<file path="config.mk">
export PLATFORM = sky130hd
export DESIGN_NAME = aoc_top
export DESIGN_NICKNAME = d
export VERILOG_FILES = /design/src/aoc_pkg.sv /design/src/aoc_mem.sv /design/src/aoc_top.sv
export SDC_FILE = /design/constraint.sdc
export NUM_CORES = 1
export LEC_CHECK = 0
export ABC_AREA = 0
export ABC_CLOCK_PERIOD_IN_PS = 4300
export BUFFER_PORTS_ARGS = -buffer_cell sky130_fd_sc_hd__buf_2
export CAP_MARGIN = 10
export CORE_MARGIN = 4
export CORE_UTILIZATION = 58
export DETAILED_ROUTE_END_ITERATION = 8
export HOLD_SLACK_MARGIN = 0.03
export PLACE_DENSITY = 0.9
export SKIP_CTS_REPAIR_TIMING = 1
export SYNTH_ARGS = -nofsm -noshare
export SYNTH_HDL_FRONTEND = slang
export SYNTH_SLANG_ARGS = --single-unit
</file>
<file path="constraint.sdc">
create_clock -name clock -period 4.3 [get_ports clock]
set_input_delay 0.43 -clock clock [delete_from_list [all_inputs] [get_ports clock]]
set_output_delay 0.43 -clock clock [all_outputs]
set_load 0.05 [all_outputs]
</file>
<file path="src/aoc_pkg.sv">
// constants, field layouts and enumerations of the analog output channel configuration block
// Contract
// - after reset each channel is voltage output with the bipolar ten volt range
// - type selects voltage, current or off; three ranges per type
// - output rate sets sub-cycles per data cycle; default one, locked while running
// - supply diagnosis enable per channel, default off, locked while running
// - wire break diagnosis enable per channel, default off
// - short to ground only for voltage channels beyond plus or minus half volt
// - open circuit only for current channels beyond plus or minus three milliamps
// - overflow diagnosis enable per channel, raised above the overrange limit
// - underflow diagnosis enable per channel, raised below the underrange limit
// - on cpu stop each channel turns off, holds, or drives its substitute value
// - per channel substitute value, default zero, driven in stop with substitute reaction
// - staged parameters are validated only on commit of the complete set
// - every channel not of type off with supply diagnosis enabled reports the supply failure itself
package aoc_pkg;
  localparam int unsigned NCH = 8;
  localparam int unsigned CH_W = 13;
  localparam int unsigned NDIAG = 5;
  localparam int unsigned ADDR_W = 8;

  // register byte offsets; channel blocks are eight words each
  localparam logic [ADDR_W-1:0] OFS_CTRL = 8'h00;
  localparam logic [ADDR_W-1:0] OFS_RATE = 8'h04;
  localparam logic [ADDR_W-1:0] OFS_STS0 = 8'h10;
  localparam logic [ADDR_W-1:0] OFS_MSK0 = 8'h14;
  localparam logic [ADDR_W-1:0] OFS_STS1 = 8'h18;
  localparam logic [ADDR_W-1:0] OFS_MSK1 = 8'h1C;
  localparam logic [ADDR_W-1:0] OFS_STAGE = 8'h40;
  localparam logic [ADDR_W-1:0] OFS_ACT = 8'h60;
  localparam logic [ADDR_W-1:0] OFS_SUB = 8'h80;

  // control register bits
  localparam int unsigned CTRL_STOP = 0;
  localparam int unsigned CTRL_RUN = 1;
  localparam int unsigned CTRL_COMMIT = 2;
  localparam int unsigned CTRL_BUSY = 3;

  // channel word fields
  localparam int unsigned TYPE_LSB = 0;
  localparam int unsigned RANGE_LSB = 2;
  localparam int unsigned REACT_LSB = 4;
  localparam int unsigned EN_LSB = 8;

  // diagnostic indices, also enable bit = EN_LSB + index
  localparam int unsigned D_SUP = 0;
  localparam int unsigned D_WIRE = 1;
  localparam int unsigned D_SHORT = 2;
  localparam int unsigned D_OVER = 3;
  localparam int unsigned D_UNDER = 4;

  // status bit positions
  localparam int unsigned S0_SUP = 0;
  localparam int unsigned S0_WIRE = 8;
  localparam int unsigned S0_SHORT = 16;
  localparam int unsigned S0_OVER = 24;
  localparam int unsigned S1_UNDER = 0;
  localparam int unsigned S1_ERR = 8;

  typedef enum logic [1:0] {TYPE_VOLT = 2'b00, TYPE_CURR = 2'b01, TYPE_OFF = 2'b10} aoc_type_e;
  // range 0: 1..5 V / 0..20 mA, 1: 0..10 V / 4..20 mA, 2: bipolar
  typedef enum logic [1:0] {RANGE_A = 2'b00, RANGE_B = 2'b01, RANGE_BIP = 2'b10} aoc_range_e;
  typedef enum logic [1:0] {REACT_OFF = 2'b00, REACT_HOLD = 2'b01, REACT_SUBST = 2'b10} aoc_react_e;
  typedef enum logic [0:0] {CFG_IDLE = 1'b0, CFG_CHECK = 1'b1} aoc_cfg_e;

  // reset values
  localparam logic [CH_W-1:0] CFG_RST = 13'h0008;
  localparam logic [4:0] RATE_RST = 5'h01;
  localparam logic [4:0] RATE_MIN = 5'h01;
  localparam logic [4:0] RATE_MAX = 5'h10;
  localparam logic [15:0] SUB_RST = 16'h0000;
endpackage

</file>
<file path="src/aoc_mem.sv">
// substitute value store with registered read port
`timescale 1ns/100ps
`default_nettype none
module aoc_mem #(
  parameter int unsigned W = 16,
  parameter int unsigned D = 8,
  parameter int unsigned AW = 3
) (
  input wire logic clock,
  input wire logic resetn,
  input wire logic wr_en,
  input wire logic [AW-1:0] wr_addr,
  input wire logic [W-1:0] wr_data,
  input wire logic [AW-1:0] rd_addr,
  output logic [W-1:0] rd_data
);
  import aoc_pkg::*;

  typedef struct packed {
    logic [D-1:0][W-1:0] word;
    logic [W-1:0] rd;
  } aoc_mem_s;

  aoc_mem_s st_ff;
  aoc_mem_s nxt_st;

  // read every cycle; a write to the same word shows its old value once
  always_comb begin
    nxt_st = st_ff;
    if (wr_en) begin
      nxt_st.word[wr_addr] = wr_data;
    end
    nxt_st.rd = st_ff.word[rd_addr];
  end

  // every word starts at the substitute default
  always_ff @(posedge clock or negedge resetn) begin
    if (!resetn) begin
      st_ff.word <= {D{W'(SUB_RST)}};
      st_ff.rd <= '0;
    end else begin
      st_ff <= nxt_st;
    end
  end

  assign rd_data = st_ff.rd;
endmodule
`default_nettype wire

</file>
<file path="src/aoc_top.sv">
// per channel configuration, stop reaction and diagnostic gating of the eight channel output
`timescale 1ns/100ps
`default_nettype none
module aoc_top
  import aoc_pkg::*;
#(
  parameter int unsigned VAL_W = 16,
  // plain defaults; trim to the value encoding of the output stage
  parameter logic signed [15:0] SC_TH = 16'sh0200,
  parameter logic signed [15:0] OC_TH = 16'sh0400,
  parameter logic signed [15:0] OVR_LIM = 16'sh7000,
  parameter logic signed [15:0] UND_LIM = 16'sh9000
) (
  input wire logic clock,
  input wire logic resetn,
  input wire logic [aoc_pkg::ADDR_W-1:0] addr,
  input wire logic [31:0] wdata,
  input wire logic wr_stb,
  input wire logic rd_stb,
  output logic [31:0] rdata,
  input wire logic [aoc_pkg::NCH*VAL_W-1:0] cmd_value,
  input wire logic supply_ok,
  input wire logic [aoc_pkg::NCH-1:0] wire_det,
  input wire logic [aoc_pkg::NCH-1:0] short_det,
  output logic [aoc_pkg::NCH*VAL_W-1:0] drive_value,
  output logic [aoc_pkg::NCH-1:0] drive_en,
  output wire logic [2*aoc_pkg::NCH-1:0] out_type,
  output wire logic [2*aoc_pkg::NCH-1:0] out_range,
  output logic [4:0] output_rate,
  output logic irq
);
  import aoc_pkg::*;

  localparam logic signed [15:0] NEG_SC = -SC_TH;
  localparam logic signed [15:0] NEG_OC = -OC_TH;

  typedef struct packed {
    logic [31:0] rdata;
    logic rd_sub;
    logic cpu_stop;
    logic run;
    logic [4:0] rate;
    logic [NCH-1:0][CH_W-1:0] stage;
    logic [NCH-1:0][CH_W-1:0] act;
    logic [31:0] sts0;
    logic [31:0] msk0;
    logic [8:0] sts1;
    logic [8:0] msk1;
    logic [NCH-1:0][VAL_W-1:0] drive;
    logic [NCH-1:0] drive_en;
    logic [2:0] scan;
    logic [2:0] scan_d;
    logic scan_v;
    logic [NCH-1:0][NDIAG-1:0] cond_q;
    aoc_cfg_e cfg;
  } aoc_state_s;

  aoc_state_s st_ff;
  aoc_state_s nxt_st;
  wire [NCH-1:0][NDIAG-1:0] cond;
  logic [NCH-1:0][NDIAG-1:0] evt;
  logic [VAL_W-1:0] mem_rd;
  logic [2:0] mem_ra;
  logic mem_we;
  logic all_ok;
  logic err_evt;
  logic [31:0] set0;
  logic [31:0] clr0;
  logic [8:0] set1;
  logic [8:0] clr1;
  logic [2:0] k;

  // same 32-byte block as base
  function automatic logic in_blk(input logic [ADDR_W-1:0] a, input logic [ADDR_W-1:0] base);
    in_blk = (a[ADDR_W-1:5] == base[ADDR_W-1:5]);
  endfunction

  function automatic logic [2:0] ch_of(input logic [ADDR_W-1:0] a);
    ch_of = a[4:2];
  endfunction

  // the fourth code of each two-bit field is illegal
  function automatic logic word_ok(input logic [CH_W-1:0] w);
    word_ok = (w[TYPE_LSB +: 2] != 2'h3) && (w[RANGE_LSB +: 2] != 2'h3) && (w[REACT_LSB +: 2] != 2'h3);
  endfunction

  function automatic aoc_type_e type_of(input logic [CH_W-1:0] w);
    type_of = aoc_type_e'(w[TYPE_LSB +: 2]);
  endfunction

  aoc_mem #(
    .W(VAL_W),
    .D(NCH),
    .AW(3)
  ) u_sub (
    .clock(clock),
    .resetn(resetn),
    .wr_en(mem_we),
    .wr_addr(ch_of(addr)),
    .wr_data(wdata[VAL_W-1:0]),
    .rd_addr(mem_ra),
    .rd_data(mem_rd)
  );

  // diagnostic conditions per channel, qualified by type, enables and output level
  for (genvar c = 0; c < NCH; c++) begin : g_ch
    logic signed [VAL_W-1:0] v;
    logic [CH_W-1:0] w;
    logic deact;
    logic big_sc;
    logic big_oc;
    logic c_sup;
    logic c_wire;
    logic c_short;
    logic c_over;
    logic c_under;
    assign v = cmd_value[c*VAL_W +: VAL_W];
    assign w = st_ff.act[c];
    assign deact = (type_of(w) == TYPE_OFF);
    assign big_sc = (v < NEG_SC) || (v > SC_TH);
    assign big_oc = (v < NEG_OC) || (v > OC_TH);
    assign c_sup = w[EN_LSB + D_SUP] && !supply_ok && !deact;
    assign c_wire = w[EN_LSB + D_WIRE] && (type_of(w) == TYPE_CURR) && big_oc && wire_det[c];
    assign c_short = w[EN_LSB + D_SHORT] && (type_of(w) == TYPE_VOLT) && big_sc && short_det[c];
    assign c_over = w[EN_LSB + D_OVER] && (v > OVR_LIM) && !deact;
    assign c_under = w[EN_LSB + D_UNDER] && (v < UND_LIM) && !deact;
    assign cond[c] = {c_under, c_over, c_short, c_wire, c_sup};
    assign out_type[2*c +: 2] = w[TYPE_LSB +: 2];
    assign out_range[2*c +: 2] = w[RANGE_LSB +: 2];

  end

  // bus decode, commit sequencing, sticky status and the output scan
  always_comb begin
    nxt_st = st_ff;
    nxt_st.rd_sub = 1'b0;
    nxt_st.rdata = 32'h0000_0000;
    nxt_st.scan_v = 1'b0;
    mem_ra = st_ff.scan;
    mem_we = 1'b0;
    err_evt = 1'b0;
    set0 = 32'h0000_0000;
    set1 = 9'h000;
    clr0 = 32'h0000_0000;
    clr1 = 9'h000;
    k = st_ff.scan_d;
    all_ok = 1'b1;
    for (int c = 0; c < NCH; c++) begin
      all_ok = all_ok && word_ok(st_ff.stage[c]);
    end
    evt = cond & ~st_ff.cond_q;
    nxt_st.cond_q = cond;

    // a software read of a substitute word borrows the memory port; the scan waits one cycle
    if (rd_stb && in_blk(addr, OFS_SUB)) begin
      mem_ra = ch_of(addr);
      nxt_st.rd_sub = 1'b1;
    end else begin
      nxt_st.scan = st_ff.scan + 3'h1;
      nxt_st.scan_d = st_ff.scan;
      nxt_st.scan_v = 1'b1;
    end

    // read data registered for the following cycle; unmapped reads give zero
    if (rd_stb) begin
      if (addr == OFS_CTRL) begin
        nxt_st.rdata[CTRL_STOP] = st_ff.cpu_stop;
        nxt_st.rdata[CTRL_RUN] = st_ff.run;
        nxt_st.rdata[CTRL_BUSY] = (st_ff.cfg == CFG_CHECK);
      end else if (addr == OFS_RATE) begin
        nxt_st.rdata[4:0] = st_ff.rate;
      end else if (addr == OFS_STS0) begin
        nxt_st.rdata = st_ff.sts0;
      end else if (addr == OFS_MSK0) begin
        nxt_st.rdata = st_ff.msk0;
      end else if (addr == OFS_STS1) begin
        nxt_st.rdata[8:0] = st_ff.sts1;
      end else if (addr == OFS_MSK1) begin
        nxt_st.rdata[8:0] = st_ff.msk1;
      end else if (in_blk(addr, OFS_STAGE)) begin
        nxt_st.rdata[CH_W-1:0] = st_ff.stage[ch_of(addr)];
      end else if (in_blk(addr, OFS_ACT)) begin
        nxt_st.rdata[CH_W-1:0] = st_ff.act[ch_of(addr)];
      end
    end

    if (wr_stb) begin
      if (addr == OFS_CTRL) begin
        nxt_st.cpu_stop = wdata[CTRL_STOP];
        nxt_st.run = wdata[CTRL_RUN];
      end else if (addr == OFS_RATE) begin
        // rate is frozen while running, out-of-range values are dropped
        if (!st_ff.run && wdata[4:0] >= RATE_MIN && wdata[4:0] <= RATE_MAX && wdata[31:5] == '0) begin
          nxt_st.rate = wdata[4:0];
        end
      end else if (addr == OFS_STS0) begin
        clr0 = wdata;
      end else if (addr == OFS_MSK0) begin
        nxt_st.msk0 = wdata;
      end else if (addr == OFS_STS1) begin
        clr1 = wdata[8:0];
      end else if (addr == OFS_MSK1) begin
        nxt_st.msk1 = wdata[8:0];
      end else if (in_blk(addr, OFS_STAGE)) begin
        nxt_st.stage[ch_of(addr)] = wdata[CH_W-1:0];
      end else if (in_blk(addr, OFS_SUB)) begin
        mem_we = 1'b1;
      end
    end

    // staged words only reach the channels after the whole set checks out
    unique case (st_ff.cfg)
      CFG_IDLE: begin
        if (wr_stb && addr == OFS_CTRL && wdata[CTRL_COMMIT]) begin
          nxt_st.cfg = CFG_CHECK;
        end
      end
      CFG_CHECK: begin
        nxt_st.cfg = CFG_IDLE;
        if (all_ok) begin
          for (int c = 0; c < NCH; c++) begin
            if (st_ff.run) begin
              // diagnostic enables may not change while running
              nxt_st.act[c] = {st_ff.act[c][CH_W-1:EN_LSB], st_ff.stage[c][EN_LSB-1:0]};
            end else begin
              nxt_st.act[c] = st_ff.stage[c];
            end
          end
        end else begin
          err_evt = 1'b1;
        end
      end
    endcase

    // events set sticky bits; a set in the clearing cycle wins
    for (int c = 0; c < NCH; c++) begin
      set0[S0_SUP + c] = evt[c][D_SUP];
      set0[S0_WIRE + c] = evt[c][D_WIRE];
      set0[S0_SHORT + c] = evt[c][D_SHORT];
      set0[S0_OVER + c] = evt[c][D_OVER];
      set1[S1_UNDER + c] = evt[c][D_UNDER];
    end
    set1[S1_ERR] = err_evt;
    nxt_st.sts0 = (st_ff.sts0 & ~clr0) | set0;
    nxt_st.sts1 = (st_ff.sts1 & ~clr1) | set1;

    // one channel per scan step; substitute data arrive a cycle after the read
    if (st_ff.scan_v) begin
      if (type_of(st_ff.act[k]) == TYPE_OFF) begin
        nxt_st.drive_en[k] = 1'b0;
        nxt_st.drive[k] = '0;
      end else if (!st_ff.cpu_stop) begin
        nxt_st.drive_en[k] = 1'b1;
        nxt_st.drive[k] = cmd_value[k*VAL_W +: VAL_W];
      end else begin
        unique case (aoc_react_e'(st_ff.act[k][REACT_LSB +: 2]))
          REACT_OFF: begin
            nxt_st.drive_en[k] = 1'b0;
            nxt_st.drive[k] = '0;
          end
          REACT_HOLD: begin
            nxt_st.drive[k] = st_ff.drive[k];
          end
          REACT_SUBST: begin
            nxt_st.drive_en[k] = 1'b1;
            nxt_st.drive[k] = mem_rd;
          end
          default: begin
            nxt_st.drive_en[k] = 1'b0;
            nxt_st.drive[k] = '0;
          end
        endcase
      end
    end
  end

  // defaults: voltage, bipolar range, turn off on stop, diagnostics off
  always_ff @(posedge clock or negedge resetn) begin
    if (!resetn) begin
      st_ff <= '0;
      st_ff.rate <= RATE_RST;
      st_ff.stage <= {NCH{CFG_RST}};
      st_ff.act <= {NCH{CFG_RST}};
    end else begin
      st_ff <= nxt_st;
    end
  end

  assign rdata = st_ff.rd_sub ? {{(32-VAL_W){1'b0}}, mem_rd} : st_ff.rdata;
  assign drive_value = st_ff.drive;
  assign drive_en = st_ff.drive_en;
  assign output_rate = st_ff.rate;
  // level interrupt while any unmasked sticky bit stands
  assign irq = (|(st_ff.sts0 & st_ff.msk0)) || (|(st_ff.sts1 & st_ff.msk1));

  // helper: has any commit been evaluated since reset
  logic commit_seen;
  always_ff @(posedge clock or negedge resetn) begin
    if (!resetn) begin
      commit_seen <= 1'b0;
    end else if (st_ff.cfg == CFG_CHECK) begin
      commit_seen <= 1'b1;
    end
  end
endmodule
`default_nettype wire

</file>
==> summary.txt, run 1 <==
Run status
  – Run status: finished clean

Cells and area
  – NumNets Final: 3,033
  – Non-Filler Instances: about 3,700
  – Fillers: 4,045
  – Syn-to-layout area delta: 11.5%
  – Post-layout util: 0.655
  – Share of cells above drive strength 1: 0.409

Detailed routing
  – Routed vias/inst: between 7 and 8
  – Routed Antenna Nets: 0
  – Iter 0 DRT Violations: 3,702
  – Total wire length: about 130,000 um
  – DRC: 0
  – Via count: about 27,000
  – Wirelength per Cell: 35.0 um
  – Router iterations before antenna repair: 7

Job
  – Max-Cap Viols: 0

Timing
  – Final TNS setup: 0 ns
  – Tcrit/Tclk final: 0.896
  – Fin. max-slew vios: 0
  – F_max: ~260 MHz
  – Min Tclk post-route: around 3.9 ns
  – Post-route setup slack: around 0.45 ns
  – Setup violators final: 0
  – Final hold viol count: 0
  – Setup Skew: around 0.028 ns
  – RSZ-0062 raised after global routing: no
  – Worst Max-Slew Pin Slew: between 1 and 1.5 ns
  – Slew headroom: 0.132

Clock network
  – Max Root-Sink Buffers: 3
  – Clock sinks: 658
  – CTS root buffer: clkbuf_16
  – CTS tree: done
  – H-Tree Depth: 3
  – TritonCTS Buffers: 69
  – Clk pin slew, worst setup/hold paths: 0.06 ns
  – Clock Latency Late Sink: around 0.62 ns

GRT
  – GRT overflow: 0
  – First-pass GRT wire length: around 180,000 um
  – Largest net degree at the start of global routing: about 110
  – Vias in the first global route: ~26,000
  – Initial antenna violation count: 25
  – Gr usage total: 0.416

Die
  – Num rows: just under 90
  – Die Y: 247 um
  – Die Area: 0.0611 mm^2
  – I/O pin total: 395
  – Die W: roughly 250 um
  – Initial Utilization: 0.587
  – Core box area: 0.0565 mm^2

Synth
  – Number of synthesized flops with an enable pin: 0
  – Syn nets: around 2,800
  – Top cells by area, synth: dfrtp_1 (48%), mux2_2 (15%), mux4_2 (6.4%)
  – Synth unique cells: 85
  – Prevailing post-synth register cell: dfrtp_1
  – Post-synthesis async set-or-reset flop share: 1.00
  – #FFs+latches synth: roughly 660
  – Cell Area, Synth: roughly 0.033 mm^2
  – Synthesized instance count: 2,655
  – Synthesis warning total: 0
  – Synth Area per Inst: approximately 12 um^2
  – Sequential share of the synthesized area: 0.497
  – Synth area leader: dfrtp_1
  – Synth top area share: 0.484

Power
  – Lkg Pwr: roughly 0.017 uW
  – VDD IR max: between 1 and 1.5 mV
  – Power per cell area: about 630 mW/mm^2

Placement
  – # port buffers: ~400
  – Post-detail-place hpwl: 92,900 um
  – DP Cell Count: between 3,000 and 4,000
  – Pre-CTS WS: approximately 0.54 ns
  – Placer congestion estimate: between 1 and 1.5

Critical path
  – Crit-path max cell delay: a little under 0.8 ns
  – Crit-path cells: and3b_1 -> buf_4 -> a22oi_1 -> and4_1 -> inv_1 -> ha_1 -> nor4_4 -> a21oi_2 -> buf_8 -> a32o_1
  – Crit path launch type: flop
  – Crit-path max FO: 28
  – CP arrival: between 4 and 5 ns
  – Worst setup EP type: flop
  – CP required: ~4.8 ns
  – CP Class: reg -> reg
  – CP max stage cell: nor4_4

Hold path
  – Min-Delay Path Class: in -> reg
## stage by stage
stage               cell area, um^2  power (uW)  hold WS [ns]
detailed placement            34700       17100         0.429
global placement              34700       16900         0.422
finish                        37000       23400        0.0926
CTS                           36900       23100       -0.0527
floorplan                     33200       14800         0.134
global route                  36900       23900        0.0896
## sequential cells by signal, indices dropped and copies added (netlist names), named ones only
| register | count |
|---|---|
| drive_value | 128 |
| u_sub.st_ff | 128 |
| output_rate | 5 |
| u_sub.rd_data | 16 |
| g_ch.w | 104 |
| k | 3 |
| st_ff | 266 |
## layout by cell type, fill, tap and decap left out, types with 8 or more instances in the layout
master and instances:
a211oi_1 24, a21oi_1 33, a221o_1 16, a221oi_1 40, a22o_1 156, a22oi_1 74
a31oi_1 10, a32o_1 8, and3_1 9, buf_12 8, buf_2 392, buf_4 70
clkbuf_1 16, clkbuf_16 71, clkbuf_8 12, clkinv_2 12, dfrtp_1 638, dfstp_2 17
diode_2 19, inv_1 52, mux2_2 433, mux2i_1 51, mux4_2 95, nand2_1 156
nand2b_1 19, nand3_1 57, nand4_1 9, nand4b_1 9, nor2_1 71, nor2b_1 31
nor3_1 33, nor3b_1 10, nor4_1 35, o21ai_0 27, o22ai_1 18, o2bb2ai_1 15
or3_1 20
## power by group
group	internal [uW]	leakage [uW]	switching, uW	total [uW]
Sequential	7240	0.00871	1510	8750
Clock	3490	0.00111	2570	6060
Combinational	2840	0.00743	5770	8610
Total	13600	0.0172	9850	23400
## cells by family after synthesis
| logic type | after synthesis | synth area share |
|---|---|---|
| adders and majority gates | 3 | 0.00113 |
| AOI/OAI and AO/OA | 485 | 0.120 |
| DFF | 658 | 0.497 |
| muxes | 582 | 0.229 |
| xor gates and xnor gates | 3 | 0.000792 |
| and+or+nand+nor | 512 | 0.0806 |
| buffers and inverters | 412 | 0.0722 |
## synthesized netlist by cell type, drive strengths merged (5+ instances only)
cell	count
dfrtp	641
mux2	433
buf	266
a22o	156
nand2	156
mux4	97
clkbuf	92
nor2	76
a22oi	74
nand3	57
inv	53
mux2i	52
a21oi	42
a221oi	40
nor4	39
nor3	38
nor2b	33
o21ai	30
a211oi	29
or3	20
nand2b	19
o22ai	18
a221o	17
dfstp	17
o2bb2ai	15
nor3b	13
a31oi	10
and2	9
and3	9
nand4	9
nand4b	9
a32o	8
or2	7
and3b	5
nand3b	5
o211ai	5
o221ai	5
o32ai	5
## critical path: cells and delay by family, from the launching register on
kind	cells	cell delay [ns]
fa+ha+maj	1	0.35
compound gates	3	0.83
simple gates	3	1.29
flops	1	0.70
buf+inv	3	0.54
## layout make-up
type	count	area, um^2	area share
diodes	19	47.5	0.00129
clock buffers	99	2000	0.0541
clock inverters	22	246	0.00666
inverters	54	203	0.00548
multi-input cells	1585	14400	0.388
flip-flops and latches	658	16500	0.446
well taps	756	946	0.0256
repair buffers	473	2690	0.0727
## path summary, 6_finish.rpt
path,startpoint,cells past startpoint,endpoint,slack (ns)
min reg2reg,st_ff[15]$_DFF_PN0_,1,st_ff[195]$_DFF_PN0_,0.45
max reg2reg,k[2]$_DFFE_PN0N_,10,drive_value[113]$_DFFE_PN0P_,0.45
max in group asynchronous,resetn,3,drive_value[24]$_DFFE_PN0P_,2.71
min,wdata[17],2,st_ff[219]$_DFFE_PN0P_,0.09
min in group asynchronous,resetn,2,u_sub.st_ff[27]$_DFFE_PN0P_,0.49
max,k[2]$_DFFE_PN0N_,10,drive_value[113]$_DFFE_PN0P_,0.45
## metal layers
layer / global-route usage / part of all wire / vias to the layer above
met3: 0.138 / 0.13 / 616
met4: 0.260 / 0.080 / 32
met2: 0.633 / 0.44 / 2336
met5: 0 / 0.0017 / -
met1: 0.514 / 0.34 / 13385
li1: - / - / 10190
No activity file was read; power rests on OpenSTA's default activity.
==> run 2, diff against run 1 <==
- PLACE_DENSITY: 0.9 -> 0.79
==> run 2 against run 1 <==
  * Cell area rose by 0.23%
  * Count of clock-buffer cells in the layout grew 12
  * Register-to-register slack lost 0.03 ns
  * Non-clock buffer count is 11 higher
  * Setup slack got worse by 0.030 ns
  * Sequential cell count stayed put
  * Fmax is 0.76% lower
  * Largest cell class unchanged
==> summary.txt, run 2 (synthesis results as in run 1) <==
GRT
  – First-pass GRT wire length: 183,000 um (was 185,000 um)
  – Initial antenna violation count: 15 (was 25)
  – GRT overflow: 0 (unchanged)
  – Largest net degree at the start of global routing: 124 (was 111)
  – Vias in the first global route: 25,408 (was 26,426)
  – Gr usage total: 0.415 (was 0.416)

Die
  – I/O pin total: 395 (unchanged)
  – Die Area: 0.0611 mm^2 (unchanged)
  – Num rows: 87 (unchanged)
  – Die W: 247 um (unchanged)
  – Core box area: 0.0565 mm^2 (unchanged)
  – Initial Utilization: 0.587 (unchanged)
  – Die Y: 247 um (unchanged)

Detailed routing
  – Total wire length: 128,000 um (about the same)
  – Routed Antenna Nets: 0 (unchanged)
  – Iter 0 DRT Violations: 3,457 (was 3,702)
  – Via count: 26,013 (was 26,559)
  – DRC: 0 (unchanged)
  – Router iterations before antenna repair: 6 (was 7)
  – Wirelength per Cell: 34.8 um (was 35.0 um)
  – Routed vias/inst: 7.08 (was 7.24)

Critical path
  – CP required: 4.83 ns (was 4.78 ns)
  – Worst r2r dst: drive_value[57]$_DFFE_PN0P_ (was drive_value[113]$_DFFE_PN0P_)
  – Crit-path max FO: 28 (unchanged)
  – CP bufs+invs: 2 (was 3)
  – Crit path launch type: flop (unchanged)
  – Crit-path cells: or2_2 -> nor2_1 -> a22oi_1 -> and4_1 -> inv_1 -> ha_1 -> nor2b_1 -> buf_4 -> a21oi_1 -> o31a_1 -> a211oi_2 -> a22o_1 (was and3b_1 -> buf_4 -> a22oi_1 -> and4_1 -> inv_1 -> ha_1 -> nor4_4 -> a21oi_2 -> buf_8 -> a32o_1)
  – Crit-path max cell delay: 0.64 ns (was 0.78 ns)
  – CP endpoint: drive_value[57]$_DFFE_PN0P_ (was drive_value[113]$_DFFE_PN0P_)
  – Critical path's top delay family: simple AND/OR/NAND/NOR gates (unchanged)
  – Worst setup EP type: flop (unchanged)
  – CP max stage cell: dfrtp_4 (was nor4_4)
  – Levels on crit path: 12 (was 10)
  – Worst reg2reg path depth: 12 (was 10)
  – CP arrival: 4.42 ns (was 4.34 ns)
  – Register-to-register setup slack: 0.42 ns (was 0.45 ns)
  – R2R Path Start: k[1]$_DFFE_PN0N_ (was k[2]$_DFFE_PN0N_)
  – CP Class: reg -> reg (unchanged)
  – Launch point of the worst path: k[1]$_DFFE_PN0N_ (was k[2]$_DFFE_PN0N_)

Clock network
  – Clock Latency Late Sink: 0.62 ns (about the same)
  – Max Root-Sink Buffers: 3 (unchanged)
  – CTS root buffer: clkbuf_16 (unchanged)
  – TritonCTS Buffers: 69 (unchanged)
  – Clock sinks: 658 (unchanged)
  – Clk pin slew, worst setup/hold paths: 0.06 ns (about the same)
  – H-Tree Depth: 3 (unchanged)
  – CTS tree: done (unchanged)

Power
  – Switching fraction of total power: 0.419 (was 0.421)
  – Lkg Pwr: 0.0173 uW (was 0.0172 uW)
  – Flop pwr share: 0.370 (was 0.374)
  – Comb pwr share: 0.371 (was 0.368)
  – Power per cell area: 632 mW/mm^2 (was 633 mW/mm^2)
  – Clock power share: 0.259 (about the same)
  – Net Sw Power: 9800 uW (was 9850 uW)
  – P_int: 13,600 uW (about the same)
  – VDD IR max: 0.883 mV (was 1.05 mV)

Placement
  – Placer congestion estimate: 1.02 (was 1.05)
  – DP Cell Count: 3,536 (was 3,524)
  – Post-detail-place hpwl: 94,100 um (was 92,900 um)
  – Dpl cell area: 0.0347 mm^2 (about the same)
  – # port buffers: 394 (unchanged)

Timing
  – Tcrit/Tclk final: 0.903 (was 0.896)
  – Final hold viol count: 0 (unchanged)
  – RSZ-0062 raised after global routing: no (unchanged)
  – Min Tclk post-route: 3.88 ns (was 3.85 ns)
  – Slew headroom: 0.0930 (was 0.132)
  – Final TNS setup: 0 ns (unchanged)
  – F_max: 258 MHz (was 260 MHz)
  – Worst Max-Slew Pin Slew: 1.36 ns (was 1.30 ns)
  – Setup violators final: 0 (unchanged)
  – Hold slack: 0.0927 ns (was 0.0926 ns)
  – Fin. max-slew vios: 0 (unchanged)
  – Setup Skew: 0.0294 ns (was 0.0281 ns)

Cells and area
  – Non-Filler Instances: 3,673 (was 3,666)
  – Post-layout util: 0.656 (was 0.655)
  – NumNets Final: 3,044 (was 3,033)
  – Share of cells above drive strength 1: 0.410 (was 0.409)
  – Max reg flops: 266 (unchanged)
  – Most frequent cells in the layout: dfrtp_1 (638), mux2_2 (433), buf_2 (391) (was dfrtp_1 (638), mux2_2 (433), buf_2 (392))
  – Most flops, register: st_ff (unchanged)
  – Commonest non-fill, non-tap cell in the layout: dfrtp_1 (unchanged)
  – Design area: 0.0371 mm^2 (was 0.0370 mm^2)
  – Syn-to-layout area delta: 11.8% (was 11.5%)

Job
  – Max-Cap Viols: 0 (unchanged)

Run status
  – Run status: finished clean (unchanged)

Hold path
  – Hold path cells: 2 (unchanged)
  – Min-Delay Path Class: in -> reg (unchanged)
==> run 2: cell types whose count changed in the layout (fill, tap and decap cells not counted), moves of 3 or more <==
cell	delta
diode_2	-8
nor2_1	+4
clkinv_2	-8
nor2_2	-4
buf_4	+14
clkbuf_8	+10
clkbuf_1	+3
==> run 2: worst min path at each step <==
| stage | startpoint | slack [ns] | end |
|---|---|---|---|
| 6_report | wdata[25] | 0.09 | st_ff[227]$_DFFE_PN0P_ |
| 5_1_grt | wdata[28] | 0.1 | st_ff[230]$_DFFE_PN0P_ |
| 4_1_cts | resetn | -0.07 | st_ff[505]$_DFF_PN0_ |
| 3_5_place_dp | st_ff[11]$_DFF_PN0_ | 0.43 | st_ff[236]$_DFF_PN0_ |
| 3_3_place_gp | st_ff[15]$_DFF_PN0_ | 0.42 | st_ff[195]$_DFF_PN0_ |
| 2_1_floorplan | resetn | 0.13 | async pin |
==> run 2: power groups by stage <==
stage                     clock [uW]  combinational (uW)  sequential (uW)
final                           6070                8680             8670
after global routing            6350                8930             8700
after CTS                       6100                8540             8560
after detailed placement           0                8490             8660
after global placement             0                8440             8620
after floorplan                    0                6940             7840
==> run 2: stage by stage <==
stage / setup slack, ns / total power (uW)
final: 0.417 / 23400
after global routing: 0.274 / 24000
after CTS: 0.524 / 23200
after detailed placement: 0.550 / 17200
after global placement: 0.708 / 17100
after floorplan: 0.808 / 14800
==> run 2: layout make-up <==
class | instances | area, um^2
fillers | 4124 | 19400
clock inverters | 14 | 165
repair buffers | 484 | 2750
multi-input cells | 1585 | 14400
clock buffers | 111 | 2130
inverters | 54 | 203
diodes | 11 | 27.5
well taps | 756 | 946
flip-flops and latches | 658 | 16500
==> run 2: routing by layer <==
metal / part of all wire / global-route usage / vias to the layer above
met1: 0.37 / 0.545 / 13285
met4: 0.067 / 0.232 / 10
met3: 0.13 / 0.127 / 439
li1: - / - / 10232
met5: 0.00054 / 0 / -
met2: 0.44 / 0.618 / 2047
